==> src/iopbd_pkg.sv <==
// Package with constants and carrier types of the I/O port block.
package iopbd_pkg;
  localparam logic [7:0] IOPBD_ADDR_PORT_A = 8'h12;
  localparam logic [7:0] IOPBD_ADDR_PORT_B = 8'h14;
  localparam int IOPBD_PA_W = 8;
  localparam int IOPBD_PB_W = 6;
  localparam logic [7:0] IOPBD_PA_RESET = 8'hff;
  localparam int IOPBD_BIT_BZ = 0;
  localparam int IOPBD_BIT_BZN = 1;
  localparam int IOPBD_BIT_PFD = 3;
  localparam int IOPBD_OPT_BITS = 4;
  localparam logic [7:0] IOPBD_TMR_TOP = 8'hff;

  // ==========================================================================
  // CPU data-memory access to the port block.
  typedef struct packed {
    logic rd;
    logic wr;
    logic [7:0] addr;
    logic [7:0] wdata;
  } iopbd_cpu_req_t;

  // Pad-side drive of port A.
  typedef struct packed {
    logic [7:0] out;
    logic [7:0] oe;
    logic [7:0] pull_en;
  } iopbd_pad_t;
endpackage

==> src/iopbd_pfd.sv <==
// Timer-overflow driven frequency divider toggle stage.
`timescale 1ns/1ps
`default_nettype none
module iopbd_pfd
  import iopbd_pkg::*;
(
  input wire logic clock,
  input wire logic arst_n,
  input wire logic clk_en,
  input wire logic timer_overflow,
  output logic pfd_level
);
  typedef struct packed {
    logic lvl;
  } iopbd_pfd_st_t;

  iopbd_pfd_st_t st_ff;
  iopbd_pfd_st_t nxt_st;

  always_comb
  begin
    nxt_st = st_ff;
    if (timer_overflow)
    begin
      nxt_st.lvl = ~st_ff.lvl;
    end
  end

  always_ff @(posedge clock or negedge arst_n)
  begin
    if (!arst_n)
    begin
      st_ff <= '0;
    end
    else if (clk_en)
    begin
      st_ff <= nxt_st;
    end
  end

  assign pfd_level = st_ff.lvl;
endmodule
`default_nettype wire

==> src/iopbd_top.sv <==
// Port A/B block with buzzer pair and divider output on port A pins.
// What this block does
// - Port A at 12H, port B at 14H.
// - Bits 0-3 push-pull or open-drain; 4-7 open-drain pulled.
// - Open-drain port A pins optionally wake from halt.
// - Port B is input only.
// - Reads sample pins live, not latched.
// - Port A latch holds until rewritten.
// - Reset leaves lines high except enabled buzzer and divider pins; writes set latch bits.
// - Bit operations read port, modify, write latch.
// - Port A reads return pad levels.
// - Push-pull pins act only as outputs.
// - Buzzer and divider need push-pull pin option.
// - Buzzer pair follows latch bits 0 and 1.
// - Divider out when timer on and bit3 clear.
// - Divider frequency is clock over 2(256-N).
// - Divider derived from timer overflows on pin 3.
`timescale 1ns/1ps
`default_nettype none
module iopbd_top
  import iopbd_pkg::*;
#(
  parameter logic [3:0] OPT_PUSH_PULL = 4'h0,
  parameter logic [3:0] OPT_PULLUP_LO = 4'hf,
  parameter logic [7:0] OPT_WAKE = 8'h00,
  parameter logic OPT_BUZZER = 1'b0,
  parameter logic OPT_PFD = 1'b0
)
(
  input wire logic clock,
  input wire logic arst_n,
  input wire logic clk_en,
  input wire iopbd_cpu_req_t cpu_req,
  output logic [7:0] cpu_rdata,
  output logic cpu_rvalid,
  input wire logic [7:0] port_a_in,
  input wire logic [5:0] port_b_in,
  output iopbd_pad_t port_a_pad,
  input wire logic buzzer_clk,
  input wire logic timer_on,
  input wire logic timer_overflow,
  output logic wake_req
);
  // ==========================================================================
  // State.
  typedef struct packed {
    logic [7:0] latch;
    logic [7:0] rdata;
    logic rvalid;
    logic [7:0] pad_out;
    logic [7:0] pad_oe;
    logic [7:0] pad_in_prev;
    logic wake;
  } iopbd_st_t;

  iopbd_st_t st_ff;
  iopbd_st_t nxt_st;
  logic pfd_level;
  logic [7:0] push_pull;
  logic [7:0] pull_en;

  // ==========================================================================
  // Pin structure options.
  assign push_pull = {4'h0, OPT_PUSH_PULL};
  assign pull_en = {4'hf, OPT_PULLUP_LO & ~OPT_PUSH_PULL};

  iopbd_pfd u_pfd
  (
    .clock(clock),
    .arst_n(arst_n),
    .clk_en(clk_en),
    .timer_overflow(timer_overflow),
    .pfd_level(pfd_level)
  );

  // ==========================================================================
  // Next state.
  always_comb
  begin
    logic [7:0] drv;
    drv = st_ff.latch;
    nxt_st = st_ff;
    nxt_st.rvalid = 1'b0;
    nxt_st.wake = 1'b0;
    // A read returns live pads of port A and pins of port B.
    if (cpu_req.rd)
    begin
      nxt_st.rvalid = 1'b1;
      if (cpu_req.addr == IOPBD_ADDR_PORT_A)
      begin
        nxt_st.rdata = port_a_in;
      end
      else if (cpu_req.addr == IOPBD_ADDR_PORT_B)
      begin
        nxt_st.rdata = {2'h0, port_b_in};
      end
      else
      begin
        nxt_st.rdata = 8'h00;
      end
    end
    // Writes to port B land nowhere; the latch changes only on a write.
    if (cpu_req.wr && cpu_req.addr == IOPBD_ADDR_PORT_A)
    begin
      nxt_st.latch = cpu_req.wdata;
      drv = cpu_req.wdata;
    end
    // Shared functions only on push-pull pins.
    if (OPT_BUZZER && push_pull[IOPBD_BIT_BZ]
        && push_pull[IOPBD_BIT_BZN])
    begin
      if (drv[IOPBD_BIT_BZ])
      begin
        drv[IOPBD_BIT_BZ] = 1'b0;
        drv[IOPBD_BIT_BZN] = 1'b0;
      end
      else if (drv[IOPBD_BIT_BZN])
      begin
        drv[IOPBD_BIT_BZ] = buzzer_clk;
        drv[IOPBD_BIT_BZN] = 1'b0;
      end
      else
      begin
        drv[IOPBD_BIT_BZ] = buzzer_clk;
        drv[IOPBD_BIT_BZN] = ~buzzer_clk;
      end
    end
    if (OPT_PFD && push_pull[IOPBD_BIT_PFD])
    begin
      // With the timer off the pin is unspecified; here it is driven low.
      drv[IOPBD_BIT_PFD] = !drv[IOPBD_BIT_PFD] && timer_on
                           && pfd_level;
    end
    // Push-pull drives both levels; open-drain only pulls low.
    nxt_st.pad_out = drv & push_pull;
    nxt_st.pad_oe = push_pull | ~drv;
    // Falling edge on a wake-enabled open-drain pin.
    nxt_st.pad_in_prev = port_a_in;
    nxt_st.wake = |(st_ff.pad_in_prev & ~port_a_in & OPT_WAKE
                    & ~push_pull);
  end

  always_ff @(posedge clock or negedge arst_n)
  begin
    if (!arst_n)
    begin
      st_ff.latch <= IOPBD_PA_RESET;
      st_ff.rdata <= 8'h00;
      st_ff.rvalid <= 1'b0;
      st_ff.pad_out <= 8'h00;
      st_ff.pad_oe <= 8'h00;
      st_ff.pad_in_prev <= 8'hff;
      st_ff.wake <= 1'b0;
    end
    else if (clk_en)
    begin
      st_ff <= nxt_st;
    end
  end

  assign cpu_rdata = st_ff.rdata;
  assign cpu_rvalid = st_ff.rvalid;
  assign port_a_pad.out = st_ff.pad_out;
  assign port_a_pad.oe = st_ff.pad_oe;
  assign port_a_pad.pull_en = pull_en;
  assign wake_req = st_ff.wake;
endmodule
`default_nettype wire

==> config.mk <==
export PLATFORM = sky130hd
export DESIGN_NAME = iopbd_top
export DESIGN_NICKNAME = d
export VERILOG_FILES = /design/src/iopbd_pkg.sv /design/src/iopbd_pfd.sv /design/src/iopbd_top.sv
export SDC_FILE = /design/constraint.sdc
export NUM_CORES = 1
export LEC_CHECK = 0
export ABC_AREA = 1
export BUFFER_PORTS_ARGS = -buffer_cell sky130_fd_sc_hd__buf_2
export CORE_MARGIN = 2
export CORE_UTILIZATION = 45
export DETAILED_ROUTE_END_ITERATION = 10
export HOLD_SLACK_MARGIN = 0.03
export PLACE_DENSITY_LB_ADDON = 0.05
export REMOVE_ABC_BUFFERS = 1
export SLEW_MARGIN = 20
export SYNTH_ARGS = -nofsm -noshare
export SYNTH_HDL_FRONTEND = slang
export SYNTH_SLANG_ARGS = --single-unit
==> constraint.sdc <==
create_clock -name clock -period 1.1 [get_ports clock]
set_clock_uncertainty 0.05 [all_clocks]
set_input_delay 0.055 -clock clock [delete_from_list [all_inputs] [get_ports clock]]
set_output_delay 0.055 -clock clock [all_outputs]
set_load 0.1 [all_outputs]
==> reports/results.ini, run 1 <==
[die]
design.core.area_sq_um = 3360
die_area_sq_um = 4030
rows = 21
die_w_microns = 63.5
io_pins = 72
start_util_pct = 47.4
fp.dieH_microns = 63.5

[setup_path]
worstSetupPathType = reg2out
rr_endpoint = port_a_pad[12]$_DFFE_PN0P_
critPathMaxFanout = 2
r2r.worst_path.cells = 3
crit_path_top_delay_cell = dfrtp_1
cp.required_ns = 1.00
crit_arrival_ns = 0.94
slowest_delay_ns = 0.44
critPathLaunchType = flop
r2r_setup_slack_ns = 0.19
cp_top_family = flip-flops
crit_path_end_kind = primary output
crit_buf_inv = 1
worst-path-stages = 1
crit_chain = buf_12

[cells_and_area]
fillers = 296
drive_above_1_share_pct = 30.4
synthToLayoutAreaGrowth_pct = 41.5
n_antenna_cell = 0
final_nets = 309

[yosys]
syn_inst = 208
ys.flop_type = dfrtp_1
synth_top_area_share_pct = 26.7
yosysWarnings = 0
synth_edf_count = 0
synth.largest_area_cell = dfrtp_1
seq_area_frac_synth_pct = 39.9
synthTopCellsByArea = dfrtp_1 (27%), nand2_1 (17%), buf_4 (16%)
avgSynthCellArea_sq_um = 7.66
yosysMostFrequentCell = nand2_1
synth.distinct_cells = 18
syn_area_sq_um = 1590
async_flop_share_pct = 100
yosys-top-cells-count = nand2_1 (72), buf_4 (34), nand3_1 (24)
ys_ff_latch = 25

[global_routing]
overflow = 0
grt_pass1_vias = 1371
grt_usage_pct = 20.6
grt_antenna_before_repair = 0
grt_pass1_wl_mm = 6.54
grt_max_degree = 26

[job]
cap_violations = 0

[sta]
tns_ns = 0
fin_crit_sh_pct = 95.2
timing.fmax_mhz = 955
holdWs_ns = 0.0435
hold_viol_final = 0
rsz0062_at_grt = no
relSlewSlack_pct = 63.2
layout_setup_ws_ns = 0.0524
finalSetupViolCount = 0
worst_slew_pin_slew_ns = 0.552
fin_crit_ns = 1.05
finalMaxSlewViolations = 0

[clock_network]
cts_root_buffer = clkbuf_4
cts_tree = built
clk_latency_ns = 0.32
cts_setup_buffers = 0
numCtsBuffers = 3
h-tree-depth = 1
clk_pin_slew_worst_paths_ns = 0.13
clockBufferDepth = 2
cts_sinks = 25

[routing]
vias = 1400
wl_met2_mm = 1.82
ant_nets = 0
drt_iter0_drc = 68
routed_via_density = 4.43
post_drt_wl_per_cell_microns = 11.8
post-route-drc-count = 0
first_pass_iters = 4
wl_met3_microns = 243
highest_layer = met4
drt-met1-wl_mm = 1.62
routed_wl_mm = 3.73

[pwr]
vdd_drop_max_uv = 822
p_leak_nw = 1.21
powerDensity_nw_per_um2 = 984

[worst_hold_path]
whs_path_depth = 3
min-delay-start = cpu_req[17]
min_path_type = in2reg
worstHoldEndpoint = cpu_rvalid$_DFFE_PN0P_

[place]
place.gp.congestion = 0.682
dpl.hpwl_mm = 2.44
portBuffers = 51
pre_cts_ws_ns = -0.0364

[outcome]
status = complete, no violations

[final cells by class]
class,instances,area [sq um],area share (%)
flip-flops and latches,25,636,28.2
inverters,26,97.6,4.33
well taps,46,57.6,2.55
repair buffers,80,798,35.4
multi-input cells,135,641,28.4
clock buffers,4,26.3,1.16
[power breakdown]
| part | switching [W] | internal (W) | leakage [nW] |
|---|---|---|---|
| Clock | 0.000260 | 0.000142 | 0.0150 |
| Combinational | 0.000592 | 0.000234 | 0.901 |
| Sequential | 0.0000318 | 0.000959 | 0.293 |
| Total | 0.000884 | 0.00133 | 1.21 |
[stage by stage]
step | power, W | util, % | std cells | area (sq um)
final | 0.00222 | 67.1 | 316 | 2260
after global routing | 0.00233 | 67.1 | 316 | 2260
after CTS | 0.00224 | 67.1 | 316 | 2260
after detailed placement | 0.00177 | 59.4 | 289 | 2000
after global placement | 0.00176 | 59.4 | 289 | 2000
after floorplan | 0.00151 | - | 186 | 1370
[worst max path at each step]
stage,from,endpoint,slack [ns]
after floorplan,port_a_pad[10]$_DFFE_PN0P_,port_a_pad[10]$_DFFE_PN0P_,-0.12
after global placement,cpu_req[10],flop,0.04
after detailed placement,cpu_req[10],flop,-0.04
after CTS,port_a_pad[9]$_DFFE_PN0P_,port_a_pad[9],0.03
after global routing,port_a_pad[9]$_DFFE_PN0P_,port_a_pad[9],0.003
final,port_a_pad[9]$_DFFE_PN0P_,port_a_pad[9],0.05
[layer usage]
layer	GRT usage (%)	vias up
met4	4.89	0
met2	36.1	67
met3	5.00	4
met1	25.5	614
li1	-	715
met5	0	-
[cell usage in the layout, fill, tap and decap left out]
cell / synthesis / final
inv_1: 22 / 22
clkbuf_1: 0 / 1
nor2_2: 1 / 1
nand3_2: 1 / 1
buf_12: 0 / 18
nand2_2: 3 / 3
dfrtp_1: 17 / 17
nor2_4: 1 / 1
nand3_4: 2 / 2
nand4_1: 8 / 8
buf_2: 2 / 34
dlygate4sd3_1: 0 / 23
nor2_8: 2 / 2
dfstp_2: 8 / 8
buf_4: 34 / 5
clkbuf_4: 0 / 3
nor2_1: 4 / 4
conb_1: 2 / 17
inv_2: 4 / 4
nand2_1: 72 / 72
nand3_1: 24 / 24
[cells by family after synthesis]
| logic type | synth area share [%] |
|---|---|
| buffers and inverters | 23.5 |
| flip-flops | 39.9 |
| other | 0.471 |
| AND/OR/NAND/NOR | 36.2 |
[what timing repair did]
item,4_1_cts,5_1_grt
setup endpoints to repair,0,0
hold buffers,23,0
gates resized for setup,0,0
endpoints found under the hold margin,49,0
Power figures use the tool's default switching activity.
==> inputs of run 2 (changes only) <==
--- a/config.mk
+++ b/config.mk
@@ -7,6 +7,7 @@
 export LEC_CHECK = 0
 export ABC_AREA = 1
 export BUFFER_PORTS_ARGS = -buffer_cell sky130_fd_sc_hd__buf_2
+export CORE_ASPECT_RATIO = 2
 export CORE_MARGIN = 2
 export CORE_UTILIZATION = 45
 export DETAILED_ROUTE_END_ITERATION = 10
==> run 2 against run 1 <==
  * Sequential power about the same
  * Fmax rose by 7.8%
  * Combinational power fell by 3.5%
  * Die area grew 0.72%
  * Utilization decreased by 2.3 points
==> reports/results.ini, run 2 (synthesis gave the netlist of run 1 again) <==
[sta]
rsz0062_at_grt = no  ; unchanged
worst_slew_pin_slew_ns = 0.538  ; was 0.552 ns
timing.fmax_mhz = 1030  ; was 955 MHz
hold_viol_final = 0  ; unchanged
fin_crit_sh_pct = 88.4  ; was 95.2%
fin_crit_ns = 0.972  ; was 1.05 ns
finalSetupViolCount = 0  ; unchanged
layout_setup_ws_ns = 0.128  ; was 0.0524 ns
finalMaxSlewViolations = 0  ; unchanged
holdWs_ns = 0.0345  ; was 0.0435 ns
relSlewSlack_pct = 64.1  ; was 63.2%

[routing]
ant_nets = 0  ; unchanged
first_pass_iters = 4  ; unchanged
vias = 1342  ; was 1400
routed_via_density = 4.53  ; was 4.43
post_drt_wl_per_cell_microns = 10.9  ; was 11.8 microns
drt_iter0_drc = 11  ; was 68
routed_wl_mm = 3.22  ; was 3.73 mm
post-route-drc-count = 0  ; unchanged

[global_routing]
grt_usage_pct = 16.9  ; was 20.6%
grt_pass1_vias = 1276  ; was 1371
overflow = 0  ; unchanged
grt_max_degree = 26  ; unchanged
grt_antenna_before_repair = 0  ; unchanged
grt_pass1_wl_mm = 5.16  ; was 6.54 mm

[cells_and_area]
mostFrequentLayoutCells = nand2_1 (72), buf_2 (34), nand3_1 (24), inv_1 (22), buf_12 (18)  ; was nand2_1 (72), buf_2 (34), nand3_1 (24), dlygate4sd3_1 (23), inv_1 (22)
fin_cells = 296  ; was 316
synthToLayoutAreaGrowth_pct = 37.4  ; was 41.5%
design_area_sq_um = 2190  ; was 2260 sq um
final_common_cell = nand2_1  ; unchanged
n_antenna_cell = 0  ; unchanged
drive_above_1_share_pct = 32.2  ; was 30.4%
final_nets = 303  ; was 309

[setup_path]
critPathLaunchType = flop  ; unchanged
critPathMaxFanout = 2  ; unchanged
crit_path_end_kind = primary output  ; unchanged
r2r.worst_path.cells = 3  ; unchanged
worstSetupPathType = reg2out  ; unchanged
slowest_delay_ns = 0.42  ; was 0.44 ns
crit_chain = buf_12  ; unchanged
worst-path-stages = 1  ; unchanged
cp.required_ns = 1.00  ; about the same
crit_arrival_ns = 0.87  ; was 0.94 ns
cp_top_family = flip-flops  ; unchanged
crit_buf_inv = 1  ; unchanged
crit_path_top_delay_cell = dfrtp_1  ; unchanged

[die]
fp.dieH_microns = 88.2  ; was 63.5 microns
design.core.area_sq_um = 3380  ; was 3360 sq um
die_w_microns = 46.1  ; was 63.5 microns
start_util_pct = 47.2  ; was 47.4%
io_pins = 72  ; unchanged
die_area_sq_um = 4060  ; was 4030 sq um
rows = 30  ; was 21

[pwr]
vdd_drop_max_uv = 1010  ; was 822 uV
finalPower_w = 0.00231  ; was 0.00222 W
p_leak_nw = 1.19  ; was 1.21 nW
powerDensity_nw_per_um2 = 1060  ; was 984 nW/um^2

[clock_network]
clk_latency_ns = 0.26  ; was 0.32 ns
cts_tree = built  ; unchanged
cts_sinks = 25  ; unchanged
numCtsBuffers = 3  ; unchanged
cts_root_buffer = clkbuf_8  ; was clkbuf_4
clk_pin_slew_worst_paths_ns = 0.08  ; was 0.13 ns
clockBufferDepth = 2  ; unchanged
cts_setup_buffers = 0  ; unchanged
h-tree-depth = 1  ; unchanged

[place]
place.gp.congestion = 0.798  ; was 0.682
portBuffers = 51  ; unchanged
placed_area_sq_um = 2000  ; about the same
dpl.hpwl_mm = 2.56  ; was 2.44 mm
pre_cts_ws_ns = -0.00525  ; was -0.0364 ns
dp_cells = 278  ; was 289

[outcome]
status = complete, no violations  ; unchanged

[worst_hold_path]
whs_path_depth = 5  ; was 3
min_path_type = in2reg  ; unchanged

[job]
cap_violations = 0  ; unchanged

## run 2: final timing paths
check	startpoint	to	slack [ns]
hold reg to reg	flop	flop	0.42
setup / recovery	port_a_pad[12]$_DFFE_PN0P_	port_a_pad[12]	0.13
max in group asynchronous	arst_n	async pin	0.38
setup reg to reg	flop	port_a_pad[9]$_DFFE_PN0P_	0.22
hold / removal	port_a_in[4]	cpu_rdata[4]$_DFFE_PN0P_	0.03
min in group asynchronous	arst_n	port_a_pad[8]$_DFFE_PN0P_	0.25
## run 2: layout make-up
type	count	area, sq um
clock buffers	4	45.0
fillers	316	1190
inverters	26	97.6
multi-input cells	135	641
flip-flops and latches	25	636
well taps	32	40.0
repair buffers	74	731
## run 2: worst min-delay path, stage by stage
cell and delay, ns:
buf_2 0.07, nand2_1 0.04, nand2_1 0.05, nand2_1 0.04
nand2_1 0.05
## run 2: metal layers
| layer | share of wire, % | wire [microns] | track usage, % |
|---|---|---|---|
| met2 | 55 | 1780 | 31.9 |
| met1 | 38 | 1240 | 18.0 |
| met4 | 1.3 | 41 | 7.01 |
| met5 | 0 | 0 | 0 |
| met3 | 5.1 | 166 | 0.825 |
## run 2: power breakdown
group	switching (W)	internal (W)	total, W
Clock	0.000266	0.000259	0.000525
Combinational	0.000582	0.000216	0.000798
Sequential	0.0000307	0.000958	0.000989
Total	0.000879	0.00143	0.00231
## run 2: through the flow
step,util [%],setup TNS [ns]
floorplan,-,-1.94
global placement,59.3,0
detailed placement,59.3,-0.00529
CTS,64.8,0
global route,64.8,0
finish,64.8,0
## run 2: what timing repair did
action | in CTS | in global routing
resized for setup | 0 | 0
hold buffers | 14 | 0
endpoints found under the hold margin | 34 | 0
